==> src/rtl/isol_cfg.svh <==
// How it works
// - disable low forces all channel outputs off immediately
// - disable low clears shift and latch registers
// - outputs stay off until new word written
// - serial traffic honoured only while select low
// - serial input sampled on serial clock rise
// - serial output changes after serial clock fall
// - serial output driven only while select low
// - serial output carries shifted data for chaining
// - eight bit word, one bit per channel
// - most significant bit shifted in first
// - latch on select rise if clocks a nonzero multiple of eight
// - latched one switches channel on, zero off
`ifndef ISOL_CFG_SVH
`define ISOL_CFG_SVH
`define ISOL_WORD_BITS 8
`define ISOL_FIFO_DEPTH 8
`define ISOL_LATCH_RESET 8'h00
`endif

==> src/rtl/isol_pkg.sv <==
`include "isol_cfg.svh"
package isol_pkg;
   typedef logic [`ISOL_WORD_BITS-1:0] isol_word_t;
endpackage : isol_pkg

==> src/rtl/isol_fifo.sv <==
`timescale 1ns/10ps
`default_nettype none
module isol_fifo
#(
   parameter int WIDTH = 8,
   parameter int DEPTH = 8
)
(
   // clocking
   input wire logic clk,
   input wire logic reset,
   input wire logic ce,
   input wire logic flush,
   // fill side
   input wire logic in_valid,
   output logic in_ready,
   input wire logic [WIDTH-1:0] in_data,
   // drain side
   output logic out_valid,
   input wire logic out_ready,
   output logic [WIDTH-1:0] out_data
);
   localparam int AW = $clog2(DEPTH);
   if (DEPTH < 2 || (1 << AW) != DEPTH || WIDTH < 1)
   begin : g_bad_size
      $error("isol_fifo: depth must be a power of two >= 2");
   end
   logic [WIDTH-1:0] mem_r [DEPTH];
   logic [AW:0] wp_r, wp_nxt, rp_r, rp_nxt;
   logic [WIDTH-1:0] rd_r, rd_nxt;
   logic full, empty, push, pop;
   always_comb
   begin
      full = (wp_r[AW] != rp_r[AW]) && (wp_r[AW-1:0] == rp_r[AW-1:0]);
      empty = (wp_r == rp_r);
      in_ready = !full;
      out_valid = !empty;
      push = in_valid && !full;
      pop = out_ready && !empty;
      wp_nxt = flush ? '0 : (push ? wp_r + 1'b1 : wp_r);
      rp_nxt = flush ? '0 : (pop ? rp_r + 1'b1 : rp_r);
      // data out of a register, peeks the entry at the next read pointer
      rd_nxt = mem_r[rp_nxt[AW-1:0]];
      if (push && (wp_r[AW-1:0] == rp_nxt[AW-1:0]))
         rd_nxt = in_data;
   end
   always_ff @(posedge clk)
   begin
      if (reset)
      begin
         wp_r <= '0;
         rp_r <= '0;
         rd_r <= '0;
      end
      else if (ce)
      begin
         wp_r <= wp_nxt;
         rp_r <= rp_nxt;
         rd_r <= rd_nxt;
         if (push)
            mem_r[wp_r[AW-1:0]] <= in_data;
      end
   end
   assign out_data = rd_r;
endmodule : isol_fifo
`default_nettype wire

==> src/rtl/isol_latch.sv <==
`timescale 1ns/10ps
`default_nettype none
`include "isol_cfg.svh"
module isol_latch
   import isol_pkg::*;
#(
   parameter int WORD_BITS = `ISOL_WORD_BITS,
   parameter int FIFO_DEPTH = `ISOL_FIFO_DEPTH
)
(
   // clocking
   input wire logic clk,
   input wire logic reset,
   input wire logic ce,
   // serial pins
   input wire logic select_n,
   input wire logic sclk,
   input wire logic sdi,
   output logic sdo_o,
   output logic sdo_oe,
   // disable pin, raw asynchronous level
   input wire logic output_disable_n,
   // channel drive
   output logic [WORD_BITS-1:0] channel_outputs,
   output logic word_pending
);
   if (WORD_BITS != 8)
   begin : g_bad_word
      $error("isol_latch: word must be eight bits");
   end
   // two-flop synchronisers
   logic [1:0] cs_s1_r, cs_s1_nxt, ck_s1_r, ck_s1_nxt, di_s1_r, di_s1_nxt, dis_s1_r, dis_s1_nxt;
   logic cs_r, ck_r, di_r, dis_r;
   logic cs_d_r, ck_d_r;
   logic [WORD_BITS-1:0] shift_r, shift_nxt, latch_r, latch_nxt;
   logic [2:0] cnt_r, cnt_nxt;
   logic any_r, any_nxt;
   logic sdo_r, sdo_nxt;
   logic rise, fall, cs_rise, active;
   logic f_in_valid, f_in_ready, f_out_valid;
   logic [WORD_BITS-1:0] f_out_data;
   always_comb
   begin
      cs_s1_nxt = {cs_s1_r[0], select_n};
      ck_s1_nxt = {ck_s1_r[0], sclk};
      di_s1_nxt = {di_s1_r[0], sdi};
      dis_s1_nxt = {dis_s1_r[0], output_disable_n};
   end
   assign cs_r = cs_s1_r[1];
   assign ck_r = ck_s1_r[1];
   assign di_r = di_s1_r[1];
   assign dis_r = dis_s1_r[1];
   always_ff @(posedge clk)
   begin
      if (reset)
      begin
         cs_s1_r <= 2'h3;
         ck_s1_r <= 2'h3;
         di_s1_r <= 2'h0;
         dis_s1_r <= 2'h0;
         cs_d_r <= 1'b1;
         ck_d_r <= 1'b1;
      end
      else if (ce)
      begin
         cs_s1_r <= cs_s1_nxt;
         ck_s1_r <= ck_s1_nxt;
         di_s1_r <= di_s1_nxt;
         dis_s1_r <= dis_s1_nxt;
         cs_d_r <= cs_r;
         ck_d_r <= ck_r;
      end
   end
   assign active = !cs_r && !cs_d_r;
   assign rise = active && ck_r && !ck_d_r;
   assign fall = active && !ck_r && ck_d_r;
   assign cs_rise = cs_r && !cs_d_r;
   // shift engine
   always_comb
   begin
      shift_nxt = shift_r;
      cnt_nxt = cnt_r;
      any_nxt = any_r;
      sdo_nxt = sdo_r;
      f_in_valid = 1'b0;
      if (cs_r && cs_d_r)
      begin
         cnt_nxt = 3'h0;
         any_nxt = 1'b0;
      end
      if (rise)
      begin
         shift_nxt = {shift_r[WORD_BITS-2:0], di_r};
         cnt_nxt = cnt_r + 3'h1;
         any_nxt = 1'b1;
      end
      if (fall)
         sdo_nxt = shift_r[WORD_BITS-1];
      if (!cs_r && cs_d_r)
         sdo_nxt = shift_r[WORD_BITS-1];
      if (cs_rise && any_r && cnt_r == 3'h0)
         f_in_valid = 1'b1;
      if (!dis_r)
      begin
         shift_nxt = `ISOL_LATCH_RESET;
         cnt_nxt = 3'h0;
         any_nxt = 1'b0;
         f_in_valid = 1'b0;
      end
   end
   always_ff @(posedge clk)
   begin
      if (reset)
      begin
         shift_r <= `ISOL_LATCH_RESET;
         cnt_r <= 3'h0;
         any_r <= 1'b0;
         sdo_r <= 1'b0;
      end
      else if (ce)
      begin
         shift_r <= shift_nxt;
         cnt_r <= cnt_nxt;
         any_r <= any_nxt;
         sdo_r <= sdo_nxt;
      end
   end
   // fifo decouples accepted words from the output latch; one word per frame so it never fills in practice
   isol_fifo #(.WIDTH(WORD_BITS), .DEPTH(FIFO_DEPTH)) u_fifo
   (
      .clk(clk),
      .reset(reset),
      .ce(ce),
      .flush(!dis_r),
      .in_valid(f_in_valid),
      .in_ready(f_in_ready),
      .in_data(shift_r),
      .out_valid(f_out_valid),
      .out_ready(1'b1),
      .out_data(f_out_data)
   );
   always_comb
   begin
      latch_nxt = latch_r;
      if (f_out_valid)
         latch_nxt = f_out_data;
      if (!dis_r)
         latch_nxt = `ISOL_LATCH_RESET;
   end
   always_ff @(posedge clk)
   begin
      if (reset)
         latch_r <= `ISOL_LATCH_RESET;
      else if (ce)
         latch_r <= latch_nxt;
   end
   // raw pin gates the drive so disable acts without any clock
   assign channel_outputs = output_disable_n ? latch_r : '0;
   assign sdo_o = sdo_r;
   assign sdo_oe = !cs_r;
   assign word_pending = f_out_valid || !f_in_ready;
   a_disable_off: assert property (@(posedge clk) disable iff (reset)
      !output_disable_n |-> channel_outputs == 8'h00) else $error("outputs on while disabled");
   a_disable_clear: assert property (@(posedge clk) disable iff (reset)
      (ce && !dis_r) |=> (latch_r == 8'h00 && shift_r == 8'h00)) else $error("registers not cleared");
   a_stay_off: assert property (@(posedge clk) disable iff (reset)
      (ce && latch_r == 8'h00 && !f_out_valid) |=> latch_r == 8'h00) else $error("latch changed without word");
   a_idle_ignore: assert property (@(posedge clk) disable iff (reset)
      (ce && cs_r && cs_d_r && dis_r) |=> $stable(shift_r)) else $error("shift moved while deselected");
   a_sample_rise: assert property (@(posedge clk) disable iff (reset)
      (ce && rise && dis_r) |=> shift_r[0] == $past(di_r)) else $error("input not sampled");
   a_out_fall: assert property (@(posedge clk) disable iff (reset)
      (ce && !fall && cs_d_r == cs_r) |=> $stable(sdo_r)) else $error("sdo moved off a fall");
   // judged against the pin two samples back, not against the sync flop
   a_oe_sel: assert property (@(posedge clk) disable iff (reset)
      ($past(ce) && $past(ce, 2) && !$past(reset) && !$past(reset, 2)) |-> sdo_oe == !$past(select_n, 2))
      else $error("sdo driven while deselected");
   a_mod_eight: assert property (@(posedge clk) disable iff (reset)
      f_in_valid |-> (cnt_r == 3'h0 && cs_rise)) else $error("word taken on bad count");
endmodule : isol_latch
`default_nettype wire

==> config.mk <==
export PLATFORM = sky130hd
export DESIGN_NAME = isol_latch
export DESIGN_NICKNAME = d
export VERILOG_FILES = /design/src/rtl/isol_pkg.sv /design/src/rtl/isol_fifo.sv /design/src/rtl/isol_latch.sv
export VERILOG_INCLUDE_DIRS = /design/src /design/src/rtl
export SDC_FILE = /design/constraint.sdc
export NUM_CORES = 1
export LEC_CHECK = 0
export ABC_AREA = 1
export BUFFER_PORTS_ARGS = -buffer_cell sky130_fd_sc_hd__clkbuf_2
export CORE_ASPECT_RATIO = 2
export CORE_MARGIN = 2
export CORE_UTILIZATION = 44
export CTS_CLUSTER_SIZE = 8
export DETAILED_ROUTE_END_ITERATION = 8
export PLACE_DENSITY = 0.58
export SKIP_LAST_GASP = 1
export SYNTH_ARGS = -nofsm -noshare
export SYNTH_HDL_FRONTEND = slang
export SYNTH_SLANG_ARGS = --single-unit
==> constraint.sdc <==
create_clock -name clk -period 2.8 [get_ports clk]
set_input_delay 0.56 -clock clk [delete_from_list [all_inputs] [get_ports clk]]
set_output_delay 0.56 -clock clk [all_outputs]
set_load 0.01 [all_outputs]
==> impl_metrics.yaml <==
logic_synthesis:
  synth.avg_cell_area_um2: 8.452
  synth_fa_ha_area_share_pct: 0.9852
  yosys.area.top_type: "edfxtp_1"
  ys_ff_latch: 111
  syn_nets: 612
  synth_compound_area_share_pct: 6.798
  synth_xor_area_share_pct: 0.3448
  synth_top_family_by_area: "simple AND/OR/NAND/NOR gates"
  synth_cell_type_count: 36
  yosysSeqAreaShare_pct: 56.35
  ys_warn_count: 0
  syn-cell-area_um2: 5080
  synth_simple_gate_area_share_pct: 25.12
  synth_area_leaders: "edfxtp_1 38%, dfxtp_1 19%, nand2_1 11%, inv_1 6.8%, nand3_1 5.6%"
  synth_cells: 601
  synth.top_cell.area_share_pct: 37.83
  muxShareOfSynthArea_pct: 0
power_and_ir_drop:
  ir_drop_v: 0.0004096
  p_leak_uw: 0.002571
  power_density_nw_per_um2: 585.7
global_routing:
  grt_pass1_vias: 3961
  grt_pass1_wl_um: 20790
  grt_overflow: 0
  grt_max_degree: 33
  gr-usage-all-layers_pct: 22.89
  antenna_found_initial: 0
setup_path:
  critical_path_peak_fanout: 12
  crit_chain: "inv_2 -> nand2_1 -> nand2_1 -> nor2_4 -> nand2_2 -> nand2_2 -> nand2_2 -> nor2_4 -> nand2_1 -> nand3_1 -> nand3_1 -> nand2_1 -> nor2_1 -> nor2_1 -> nor2_1"
  cp_top_family: "simple AND/OR/NAND/NOR gates"
  cp-start-kind: "register"
  arrival_ns: 2.80
  cp-end-kind: "register"
  required_ns: 3.04
  cp_slowest_cell: "dfxtp_1"
  crit_top_cell: "nand2_1"
  cp_num_buf_inv: 1
  max_stage_delay_ns: 0.55
  path_class: "register to register"
finish:
  fin_cells: 772
  syn2layout_area_growth_pct: 11.75
  layout_common_cells: "149 x nand2_1, 92 x inv_1, 64 x edfxtp_1, 57 x nand3_1, 47 x dfxtp_1"
  fin_nets: 636
  drive_above_1_share_pct: 11.59
  nFillCells: 1114
  final_common_cell: "nand2_1"
  antenna_cells: 0
placed_design:
  dp_hpwl_um: 9950
  place_congestion: 0.9899
  numPlacedInstances: 755
  port-buffer-count: 17
sta:
  tightest_slew_ns: 0.6635
  fin_worst_skew_ns: 0.006399
  setup_tns_ns: 0
  max_freq_mhz: 391.4
  maxSlewViolCount: 0
  hold_viol: 0
  period_needed_ns: 2.555
  setup_violations: 0
  rsz0062_at_grt: "no"
  slew_headroom_pct: 55.43
  min_period_over_period_pct: 91.25
  holdWs_ns: 0.4287
floorplanning:
  pin_count: 18
  dieWidth_um: 79.98
  initial_core_util_pct: 45.01
  std_cell_rows: 55
  die_h_um: 156.0
  dieArea_um2: 12470
  core_area_um2: 11290
detailed_routing:
  vias: 4026
  routed_wl_um: 13620
  routed_via_density: 5.215
  antenna_left: 0
  avgRoutedWirePerCell_um: 17.65
  route.detailed.drc: 0
  drt_iter0_drc: 239
  drtPass1Iterations: 5
cts:
  cts_sinks: 111
  cts_buffers: 9
  clk_latency_ns: 0.35
  cts_setup_buffers: 0
  cts_tree: "done"
  cts_resized: 0
  clock_path_buffers: 2
  htreeDepth: 3
  clk_pin_slew_ns: 0.07
  cts_hold_buf: 0
  root_buffer: "clkbuf_16"
hold_path:
  hold_class: "input pin to register"
run:
  drv_cap: 0
outcome:
  outcome: "complete, no violations"
-- sequential cells by signal, indices dropped and copies added, names as in the netlist, 2 cells and up --
signal           count
di_s1_r              2
u_fifo.wp_r          4
cnt_r                3
latch_r              8
shift_r              8
ck_s1_r              2
dis_s1_r             2
u_fifo.mem_r        64
u_fifo.rp_r          4
cs_s1_r              2
u_fifo.out_data      8
-- cell families (layout without fill, tap and decap cells) --
group,after synthesis,after routing
flip-flops,111,111
adder cells (fa/ha/maj),4,4
AO/OA/AOI/OAI,64,64
AND/OR/NAND/NOR,291,292
XOR/XNOR,2,2
buffers and inverters,129,157
-- through the flow --
step / total power, uW / worst slack [ns] / cell area (um^2) / util [%]
after floorplan: 1979 / 0.4045 / 5080 / -
after global placement: 2070 / 0.2807 / 5368 / 47.56
after detailed placement: 2071 / 0.2239 / 5368 / 47.56
after CTS: 3339 / 0.2040 / 5665 / 50.20
after global routing: 3431 / 0.01630 / 5677 / 50.30
final: 3325 / 0.2449 / 5677 / 50.30
-- report_power, final --
group          internal (uW)  total (uW)  switching [uW]
clock                    699        1280             584
sequential              1730        1750            17.9
combinational           88.9         295             207
-- synth_stat cells --
library cell,count
nand2_1,149
inv_1,92
edfxtp_1,64
nand3_1,57
dfxtp_1,47
nor2_1,45
a21oi_1,33
o21ai_0,21
nand4_1,18
clkbuf_1,13
nor3_1,10
buf_2,7
inv_2,6
buf_4,5
ha_1,4
nor2_4,4
nand2_2,3
a211oi_1,2
buf_6,2
clkinv_1,2
nor4_1,2
a21oi_2,1
a31oi_1,1
a41oi_1,1
buf_1,1
clkinv_2,1
nand3_2,1
nand3b_1,1
nor2_2,1
o2111ai_1,1
o211ai_1,1
o21a_1,1
o21ai_1,1
o31ai_1,1
xnor2_1,1
xor2_1,1
-- path summary, 6_finish.rpt --
path	slack, ns	cells past startpoint	from	endpoint
setup / recovery	0.24	15	u_fifo.wp_r[1]$_SDFFE_PP0P_	u_fifo.out_data[6]$_SDFFE_PP0P_
hold / removal	0.43	3	sclk	ck_s1_r[0]$_SDFFE_PP1P_
setup reg to reg	0.24	15	u_fifo.wp_r[1]$_SDFFE_PP0P_	u_fifo.out_data[6]$_SDFFE_PP0P_
hold reg to reg	0.46	2	latch_r[1]$_SDFFE_PP0P_	latch_r[1]$_SDFFE_PP0P_
-- metal layers --
metal | wire (um) | vias up | track usage, %
li1 | - | 1995 | -
met1 | 4925 | 1930 | 23.70
met2 | 7976 | 75 | 44.72
met3 | 278 | 26 | 2.257
met4 | 441 | 0 | 9.766
met5 | 0 | - | 0
-- tightest hold or removal path, cell delays in order --
cell,delay (ns)
clkbuf_2,0.08
nand2_1,0.04
nand3_1,0.06
-- layout make-up --
type	instances	area (um^2)	share of cell area (%)
inverters	101	380.4	6.700
repair buffers	40	257.7	4.540
multi-input cells	362	1700	29.95
clock inverters	6	68.82	1.212
clock buffers	10	229.0	4.034
well taps	142	177.7	3.130
flip-flops and latches	111	2863	50.43
(Power assumes the default switching activity.)
